File: src/core/rbf_pkg.sv
/*
 Shared definitions for the battery-low and century flag block.
 Assumes a byte-wide register port with 13-bit addresses and one clock.
*/
package rbf_pkg;
   localparam int unsigned ADDR_W = 13;
   localparam int unsigned DATA_W = 8;
   localparam logic [12:0] ADDR_CONTROL   = 13'h1FF8;
   localparam logic [12:0] ADDR_CENTURY   = 13'h1FFC;
   localparam logic [12:0] ADDR_DATE      = 13'h1FFD;
   localparam logic [12:0] ADDR_IRQ_STAT  = 13'h1FF0;
   localparam logic [12:0] ADDR_IRQ_MASK  = 13'h1FF1;
   localparam int unsigned BIT_HALT_WRITE = 7;
   localparam int unsigned BIT_BAT_EN     = 7;
   localparam int unsigned BIT_BAT_LOW    = 6;
   localparam int unsigned BIT_CENT_EN    = 5;
   localparam int unsigned BIT_CENT_FLAG  = 4;
   localparam int unsigned IRQ_BAT_LOW    = 0;
   localparam int unsigned IRQ_CENTURY    = 1;
   localparam logic [7:0]  RESET_BYTE     = 8'h00;
   localparam logic [1:0]  IRQ_ZERO       = 2'h0;

   typedef struct packed {
      logic [12:0] addr;
      logic [7:0]  wdata;
      logic        wr;
      logic        rd;
   } rbf_bus_t;

   typedef struct packed {
      logic        halt_write;
      logic        bat_en;
      logic        bat_low;
      logic        cent_en;
      logic        cent_flag;
      logic [1:0]  irq_stat;
      logic [1:0]  irq_mask;
      logic [7:0]  rdata;
      logic        irq;
      logic [1:0]  sup_sync;
      logic        sup_seen;
      logic [1:0]  bat_sync;
      logic [1:0]  roll_sync;
      logic        roll_prev;
   } rbf_state_t;
endpackage : rbf_pkg

File: src/core/rbf_flags.sv
/*
 Battery-low monitor and century flag with their register port.
 Assumes pins for supply-good, battery-low comparator and century rollover
 come from outside the clock domain; the host uses the one-cycle strobe port.
*/
// The plain strobed port is this design's own decision.
//
// Behaviour
// - Battery low flag is bit 6 at 1FFDh, set when battery measured low.
// - Battery low flag rises only when battery low enable is one.
// - Battery low flag is sticky until a later test finds battery good.
// - Battery test runs at power-up only, while main supply is good.
// - Century enable is bit 5, century flag bit 4, of 1FFCh.
// - With century enable set, the flag inverts on each century rollover.
// - With century enable clear, the flag holds at rollover.
// - Host writes to the century flag land only while write-halt is set.
// - Battery low flag is read-only to the host.
// - Write-halt control is bit 7 of the control register at 1FF8h.
`timescale 1ns/1ps
`default_nettype none
module rbf_flags
   import rbf_pkg::*;
(
   input  wire logic            clock,
   input  wire logic            resetn,
   input  wire rbf_pkg::rbf_bus_t bus,
   input  wire logic            supply_good,
   input  wire logic            battery_below,
   input  wire logic            century_rollover,
   output logic [7:0]           rdata,
   output logic                 irq
);
   import rbf_pkg::*;

   rbf_state_t s_reg;
   rbf_state_t s_next;

   always_comb begin
      logic wr_ctl;
      logic wr_cen;
      logic wr_dat;
      logic test_now;
      logic roll;
      logic [1:0] ev;
      s_next   = s_reg;
      roll     = 1'b0;
      test_now = 1'b0;
      wr_ctl   = bus.wr && bus.addr == ADDR_CONTROL;
      wr_cen   = bus.wr && bus.addr == ADDR_CENTURY;
      wr_dat   = bus.wr && bus.addr == ADDR_DATE;
      ev       = IRQ_ZERO;
      s_next.sup_sync  = {s_reg.sup_sync[0], supply_good};
      s_next.bat_sync  = {s_reg.bat_sync[0], battery_below};
      s_next.roll_sync = {s_reg.roll_sync[0], century_rollover};
      s_next.roll_prev = s_reg.roll_sync[1];
      roll     = s_reg.roll_sync[1] && !s_reg.roll_prev;
      test_now = s_reg.sup_sync[1] && !s_reg.sup_seen;
      if (!s_reg.sup_sync[1]) begin
         s_next.sup_seen = 1'b0;
      end else begin
         s_next.sup_seen = 1'b1;
      end
      if (wr_ctl) begin
         s_next.halt_write = bus.wdata[BIT_HALT_WRITE];
      end
      if (wr_dat) begin
         s_next.bat_en = bus.wdata[BIT_BAT_EN];
      end
      if (test_now) begin
         if (s_reg.bat_sync[1] && s_reg.bat_en) begin
            s_next.bat_low = 1'b1;
            ev[IRQ_BAT_LOW] = 1'b1;
         end else if (!s_reg.bat_sync[1]) begin
            s_next.bat_low = 1'b0;
         end
      end
      if (wr_cen) begin
         s_next.cent_en = bus.wdata[BIT_CENT_EN];
         if (s_reg.halt_write) begin
            s_next.cent_flag = bus.wdata[BIT_CENT_FLAG];
         end
      end
      if (roll && s_reg.cent_en) begin
         s_next.cent_flag = ~s_next.cent_flag;
         ev[IRQ_CENTURY] = 1'b1;
      end
      if (bus.wr && bus.addr == ADDR_IRQ_MASK) begin
         s_next.irq_mask = bus.wdata[1:0];
      end
      if (bus.wr && bus.addr == ADDR_IRQ_STAT) begin
         s_next.irq_stat = s_reg.irq_stat & ~bus.wdata[1:0];
      end
      s_next.irq_stat = s_next.irq_stat | ev;
      s_next.irq   = |(s_next.irq_stat & s_next.irq_mask);
      s_next.rdata = RESET_BYTE;
      if (bus.rd) begin
         unique case (bus.addr)
            ADDR_CONTROL: s_next.rdata[BIT_HALT_WRITE] = s_reg.halt_write;
            ADDR_CENTURY: begin
               s_next.rdata[BIT_CENT_EN]   = s_reg.cent_en;
               s_next.rdata[BIT_CENT_FLAG] = s_reg.cent_flag;
            end
            ADDR_DATE: begin
               s_next.rdata[BIT_BAT_EN]  = s_reg.bat_en;
               s_next.rdata[BIT_BAT_LOW] = s_reg.bat_low;
            end
            ADDR_IRQ_STAT: s_next.rdata[1:0] = s_reg.irq_stat;
            ADDR_IRQ_MASK: s_next.rdata[1:0] = s_reg.irq_mask;
            default:       s_next.rdata = RESET_BYTE;
         endcase
      end
   end

   always_ff @(posedge clock) begin
      if (!resetn) begin
         s_reg <= '0;
      end else begin
         s_reg <= s_next;
      end
   end

   assign rdata = s_reg.rdata;
   assign irq   = s_reg.irq;
endmodule : rbf_flags
`default_nettype wire

File: config.mk
export PLATFORM = sky130hd
export DESIGN_NAME = rbf_flags
export DESIGN_NICKNAME = d
export VERILOG_FILES = /design/src/core/rbf_pkg.sv /design/src/core/rbf_flags.sv
export SDC_FILE = /design/constraint.sdc
export NUM_CORES = 1
export LEC_CHECK = 0
export BUFFER_PORTS_ARGS = -buffer_cell sky130_fd_sc_hd__buf_4
export CORE_ASPECT_RATIO = 0.75
export CORE_UTILIZATION = 45
export DETAILED_ROUTE_END_ITERATION = 7
export GPL_ROUTABILITY_DRIVEN = 0
export HOLD_SLACK_MARGIN = 0.05
export PLACE_DENSITY = 0.72
export SYNTH_ARGS = -nofsm -noshare
export SYNTH_HDL_FRONTEND = slang
export SYNTH_SLANG_ARGS = --single-unit
File: constraint.sdc
create_clock -name clock -period 5 [get_ports clock]
set_clock_uncertainty 0.2 [all_clocks]
set_input_delay 0.75 -clock clock [delete_from_list [all_inputs] [get_ports clock]]
set_output_delay 0.75 -clock clock [all_outputs]
set_load 0.05 [all_outputs]
==> Word-level counts from Yosys, hierarchy flattened <==
Index checks and enable logic that the tools add are counted.
{ "totals": {"ff_bits": 26, "out_inout_bits": 9, "rom_bits": 0, "mem_count": 0, "ram_bits": 0, "latchBits": 0, "word_cells": 57, "in_bits": 28} }
{ "op_classes": {"n_mux": 13, "order_cmp": 0, "eq_ne": 6, "addsub": 0, "mul": 0, "bitwise": 5, "shifts": 0, "reduce_logical": 16, "div_mod_pow": 0} }
{ "op_table": {"columns": ["op", "n"], "rows": [
  ["13-bit equality test (second input constant)", 5],
  ["1-bit logical AND", 9],
  ["1-bit 2-to-1 mux", 9],
  ["3-bit AND reduction", 2],
  ["2-bit bitwise AND", 2],
  ["2-bit 2-to-1 mux", 2],
  ["2-bit one-hot mux with 2 select lines", 1],
  ["2-bit AND reduction", 2],
  ["1-bit logical NOT", 2],
  ["2-bit by 1-bit != test with 1-bit output (second input constant)", 1],
  ["2-bit inverter", 1],
  ["2-bit OR", 1],
  ["1-bit one-hot mux with 2 select lines", 1],
  ["2-bit OR reduction", 1],
  ["1-bit inverter", 1]
]} }

==> Logic depth before layout (Yosys ltp) <==
Gate-level depths: netlist of the first run.
{ "logic_depth": {"ltp_word": 7, "depth_mapped": 5, "mapped_depth_nobuf": 4} }

==> Least setup slack after synthesis of the first run <==
OpenSTA, ideal clock, no wires.
{ "synth_timing": {"path_type": "input -> register", "from": "in bus[10] (netlist name)", "to": "reg s_reg (netlist bit irq)", "path_buffers": 1, "required_time_ns": 4.676, "setup_ns": 0.124, "cell_stages": 5, "arrival_time_ns": 1.926, "path_slack_ns": 2.749, "path_cell_list": "buf_4 > or3b_1 > nor4_4 > mux2i_1 > o22ai_1"} }
{ "synth_between": {"elab_chain_cells": 6, "word_cells_on_any_way": 9, "classes_between": "2 x eq/ne; 2 x mux; 2 x bitwise; 3 x reduce/logical"} }
{ "synth_lines": {"columns": ["item", "line_no", "text"], "rows": [
  ["start, declared", "rbf_flags.sv:26", "input wire rbf_pkg::rbf_bus_t bus,"],
  ["13-bit equality test", "rbf_flags.sv:90", "if (bus.wr && bus.addr == ADDR_IRQ_STAT) begin"],
  ["1-bit logical AND", "rbf_flags.sv:90", null],
  ["2-bit 2-to-1 mux", "rbf_flags.sv:90", null],
  ["2-bit OR", "rbf_flags.sv:93", "s_next.irq_stat = s_next.irq_stat | ev;"],
  ["2-bit bitwise AND *", "rbf_flags.sv:94", "s_next.irq = |(s_next.irq_stat & s_next.irq_mask);"],
  ["2-bit OR reduction *", "rbf_flags.sv:94", null],
  ["end signal, assigned", "rbf_flags.sv:118", "s_reg <= s_next;"],
  ["end, declared", "rbf_flags.sv:35", "rbf_state_t s_reg;"]
]} }
Every way passes the cells marked *; elsewhere a longest branch is shown, timed or not.
A chain may end at the register's enable or synchronous reset.

==> Worst setup path in the final report of the first run <==
{ "layout_timing": {"from": "in bus[11] (netlist name)", "to": "reg s_reg (netlist bit rdata[1])"} }
{ "layout_between": {"elab_chain_cells": 2, "word_cells_on_any_way": 3, "classes_between": "2 x eq/ne; 1 x mux"} }
{ "layout_lines": {"columns": ["item", "line_no", "text"], "rows": [
  ["13-bit equality test", "rbf_flags.sv:97", "unique case (bus.addr)"],
  ["2-bit one-hot mux with 2 select lines *", "rbf_flags.sv:97", null]
]} }
Marked as above.

==> results of run 1 <==
-- metal layers --
metal / track usage [%] / routed length [um] / up-vias
met3: 6.433 / 102 / 4
met2: 31.49 / 1033 / 27
met4: 5.714 / 23 / 0
met1: 23.77 / 1016 / 413
li1: - / - / 442
met5: 0 / 0 / -
-- power by group --
| group | leakage [nW] | internal (mW) | switching (mW) |
|---|---|---|---|
| clock | 0.0279 | 0.0811 | 0.0577 |
| sequential | 0.195 | 0.194 | 0.000879 |
| combinational | 0.340 | 0.0164 | 0.0169 |
-- kinds of logic (layout without fill, tap and decap cells) --
family	after synthesis	in the layout	share of synthesized area [%]
AOI/OAI and AO/OA	14	14	9.412
buffers and inverters	16	40	8.823
DFF	24	24	45.18
muxes	4	4	3.765
other	1	2	0.3526
and+or+nand+nor	51	51	32.47
-- per-stage QoR --
stage,power [mW],cell area [um^2],hold WS [ns]
after floorplan,0.2146,1067,0.2119
final,0.3668,1318,0.2480
after detailed placement,0.2323,1265,0.2177
after global routing,0.3808,1318,0.2627
after global placement,0.2311,1265,0.2161
after CTS,0.3701,1318,0.2493
-- worst paths after layout --
check | endpoint | cells after the start
min reg2reg | s_reg[7] | 1
max | rdata[1] | 5
max reg2reg | irq | 4
min | s_reg[7] | 1
-- critical path: stages --
cell and delay (ns):
buf_4 0.12, nor2b_1 0.12, nand4_1 0.12, nor4_1 0.71, nor4b_1 0.41
-- placed cells by master, fill, tap and decap left out, types with 3 or more instances in the layout --
master	synthesis	layout
o21ai_0	3	3
nand4_1	5	5
nand3_1	4	4
mux2i_1	4	4
inv_1	4	4
and3_1	3	3
buf_4	9	31
nand2_1	4	4
nor2_1	4	4
clkbuf_4	0	3
nor3_1	4	4
dfxtp_1	24	24
a21oi_1	3	3
and2_1	9	9
-- cell type report --
class	count	area (um^2)	area share, %
tap	32	40.04	3.039
clock inverter	1	30.03	2.279
inverter	5	18.77	1.425
sequential	24	480.5	36.47
timing repair buffer	31	232.7	17.66
clock buffer	3	22.52	1.709
multi-input combinational	71	493.0	37.42
==> flow_metrics.tcl, run 1 <==
set metrics [dict create \
    post_cts_buffers 0 \
    grt_max_degree 15 \
    n_antenna_cell 0 \
    yosys.area.top_type "dfxtp_1" \
    rrSetupSlack_ns 3.57 \
    clk_pin_slew_ns 0.13 \
    worstPathMaxFanout 6 \
    numCtsBuffers 3 \
    largest_reg_flops 13 \
    vdd_drop_max_v 0.0001795 \
    drtPass1Iterations 4 \
    dp_hpwl_um 1711 \
    die_h_um 44.10 \
    ys.warnings.count 0 \
    vias 886 \
    tns_ns 0 \
    synth_top_area_share_pct 45.18 \
    via_per_inst 5.305 \
    criticalPathCategory "primary input to flop" \
    min_from "s_next[7]" \
    synth.avg_cell_area_um2 9.668 \
    rsz0062_at_grt "no" \
    drt_iter0_markers 21 \
    startpoint "bus[11]" \
    hold_buffers 0 \
    worst-slew-pin-transition_ns 0.7861 \
    place_inst 163 \
    synth_enable_flop_cells 0 \
    async_flop_share_pct 0 \
    clock_latency_ns 0.32 \
    relSlewSlack_pct 47.11 \
    arrival_ns 2.23 \
    gr-total-overflow 0 \
    nFillCells 190 \
    num_rows 14 \
    dieArea_mm2 0.002564 \
    cts_tree "yes" \
    htree_levels 1 \
    post-route-period-util_pct 44.79 \
    ant_nets 0 \
    status "finished, final reports clean" \
    ys_seq_elements 24 \
    cts_resized 0 \
    ys_seq_area_share_pct 45.18 \
    die_w_um 58.14 \
    detail_route.wl_per_cell_um 13.03 \
    synth.distinct_cells 39 \
    coreArea_mm2 0.002120 \
    drive_gt1_share_pct 30.37 \
    synth_ff_type "dfxtp_1" \
    p_per_area_mw_per_mm2 278.4 \
    r2r_start "s_reg[22]" \
    io_buffers 31 \
    syn_inst 110 \
    end_kind "flop" \
    syn_area_mm2 0.001064 \
    syn_to_final_growth_pct 23.88 \
    cp.required_ns 5.00 \
    maxCapViolations 0 \
    grt_pass1_vias 791 \
    clock-sinks 24 \
    antenna_found_initial 0 \
    slew_viol_final 0 \
    fin_crit_ns 2.239 \
    synthTopCellsByArea "dfxtp_1, buf_4, and2_1" \
    fin_cells 167 \
    boundaryPins 37 \
    p_leak_nw 0.5627 \
    final-hold-violation-count 0 \
    wirelength_um 2176 \
    fmax_ghz 0.4465 \
    finalSetupViolCount 0 \
    grt_pass1_wl_um 3567 \
    hp-class "flop to flop" \
    ys_top_cells_by_count "dfxtp_1, and2_1, buf_4" \
    start_util_pct 50.18 \
    setup_slack_ns 2.761 \
    max-clock-path-buffers 2 \
    final_nets 164 \
    grt.total_usage_pct 19.01 \
    clockRootBuffer "clkbuf_4" \
    yosysMostFrequentCell "dfxtp_1" \
    critPathLaunchType "primary input" \
    drc 0 \
    final_util_pct 62.16 \
    dp_slack_ns 2.438 \
]
Note: power is estimated with default switching activity, not from simulation.
==> run 2, diff against run 1 <==
==> constraint.sdc (replaced) <==
create_clock -name clock -period 2.3 [get_ports clock]
set_clock_uncertainty 0.2 [all_clocks]
set_input_delay 0.345 -clock clock [delete_from_list [all_inputs] [get_ports clock]]
set_output_delay 0.345 -clock clock [all_outputs]
set_load 0.05 [all_outputs]
==> run 2 against run 1 <==
Effect of this change: clock power rose by 120%; worst setup slack got worse by 2.7 ns; final cell count rose by 4.2%.
==> flow_metrics.tcl, run 2 (synthesis gave the netlist of run 1 again) <==
set metrics [dict create \
    status "finished, final reports clean" \
    critPathLaunchType "primary input" \
    grt_max_degree 15 \
    cts_resized 0 \
    io_buffers 31 \
    clk_pin_slew_ns 0.13 \
    drtPass1Iterations 4 \
    die_w_um 58.14 \
    detail_route.wl_per_cell_um 12.99 \
    arrival_ns 2.21 \
    die_h_um 44.10 \
    setup_slack_ns 0.1101 \
    crit_slowest_cell "dlygate4sd3_1" \
    wirelength_um 2260 \
    vdd_drop_max_v 0.0004343 \
    htree_levels 1 \
    antenna_found_initial 0 \
    grt_pass1_vias 849 \
    cts_tree "yes" \
    grt.total_usage_pct 20.08 \
    max-clock-path-buffers 2 \
    p_comb_share_pct 9.7 \
    path_depth 6 \
    finalPower_mw 0.8054 \
    drt_iter0_markers 18 \
    p_per_area_mw_per_mm2 583.6 \
    numCtsBuffers 3 \
    boundaryPins 37 \
    maxCapViolations 0 \
    clock-sinks 24 \
    switchingPower_mw 0.1675 \
    end_kind "flop" \
    syn_to_final_growth_pct 29.76 \
    worstPathMaxFanout 8 \
    num_rows 14 \
    gr-total-overflow 0 \
    fmax_ghz 0.4566 \
    largest_reg_flops 13 \
    path_cells "dlygate4sd3_1 -> buf_4 -> or3b_1 -> nor4_4 -> mux2i_1 -> o22ai_1" \
    swShare_pct 20.80 \
    ant_nets 0 \
    rrSetupSlack_ns 0.87 \
    layout_commonest_cell "buf_4" \
    finalSetupViolCount 0 \
    hp-class "primary input to flop" \
    clock_latency_ns 0.32 \
    fin_crit_ns 2.190 \
    vias 913 \
    internal_power_mw 0.6379 \
    p_leak_nw 0.5958 \
    mostFrequentLayoutCells "buf_4, dfxtp_1, and2_1" \
    tns_ns 0 \
    power_frac_seq_pct 52.6 \
    reg2regPathDepth 4 \
    fin_cells 174 \
    drive_gt1_share_pct 30.99 \
    min_path_cells 2 \
    dp_slack_ns 0.3166 \
    slew_viol_final 0 \
    clkPwrFrac_pct 37.7 \
    coreArea_mm2 0.002120 \
    path_delay_family "simple AND/OR/NAND/NOR gates" \
    place_inst 166 \
    path_buf_inv 2 \
    dieArea_mm2 0.002564 \
    start_util_pct 50.18 \
    clockRootBuffer "clkbuf_4" \
    cp.required_ns 2.32 \
    rsz0062_at_grt "no" \
    drc 0 \
    n_antenna_cell 0 \
    critPathMaxStageDelay_ns 0.57 \
    grt_pass1_wl_um 3836 \
    final-hold-violation-count 0 \
    criticalPathCategory "primary input to flop" \
    via_per_inst 5.247 \
    dp_hpwl_um 1766 \
    final_nets 171 \
    post-route-period-util_pct 95.21 \
]
-- run 2: cell count changes in the layout (fill, tap and decap cells not counted), sizes merged --
cell and delta:
dlygate4sd3 +4, buf +3
-- run 2: worst paths after layout --
path              startpoint       end
setup / recovery     bus[12]       irq
hold / removal       bus[13]  rdata[0]
setup reg to reg   s_reg[22]       irq
hold reg to reg    s_next[4]  s_reg[4]
-- run 2: layer usage --
| layer | GRT usage, % | up-vias | part of all wire [%] |
|---|---|---|---|
| met5 | 0 | - | 0 |
| met4 | 6.667 | 0 | 0.80 |
| met3 | 6.433 | 5 | 4.8 |
| met2 | 32.64 | 25 | 48 |
| met1 | 25.55 | 432 | 46 |
| li1 | - | 451 | - |
-- run 2: final cells by class --
cell class | instances | area [um^2]
Tap cell | 32 | 40.04
Multi-Input combinational cell | 71 | 493.0
Sequential cell | 24 | 480.5
Clock buffer | 3 | 22.52
Fill cell | 189 | 739.5
Inverter | 5 | 18.77
Timing Repair Buffer | 38 | 295.3
Clock inverter | 1 | 30.03
-- run 2: power groups by stage --
stage               clock network, mW  registers (mW)  logic, mW
detailed placement                  0           0.433     0.0724
CTS                             0.308           0.423     0.0779
floorplan                           0           0.432     0.0343
global placement                    0           0.433     0.0699
global route                    0.330           0.424     0.0845
finish                          0.304           0.423     0.0784
-- run 2: stage by stage --
step | cell area, um^2 | util [%] | hold WS, ns
after global routing | 1380 | 65.11 | 0.06297
after CTS | 1380 | 65.11 | 0.05751
final | 1380 | 65.11 | 0.06593
after detailed placement | 1287 | 60.74 | 0.2229
after floorplan | 1067 | - | 0.2119
after global placement | 1287 | 60.74 | 0.2157
-- run 2: repair_timing --
action,4_1_cts,5_1_grt
endpoints found under the setup margin,0,0
endpoints found under the hold margin,5,0
hold buffers,4,0
buffers inserted,0,0
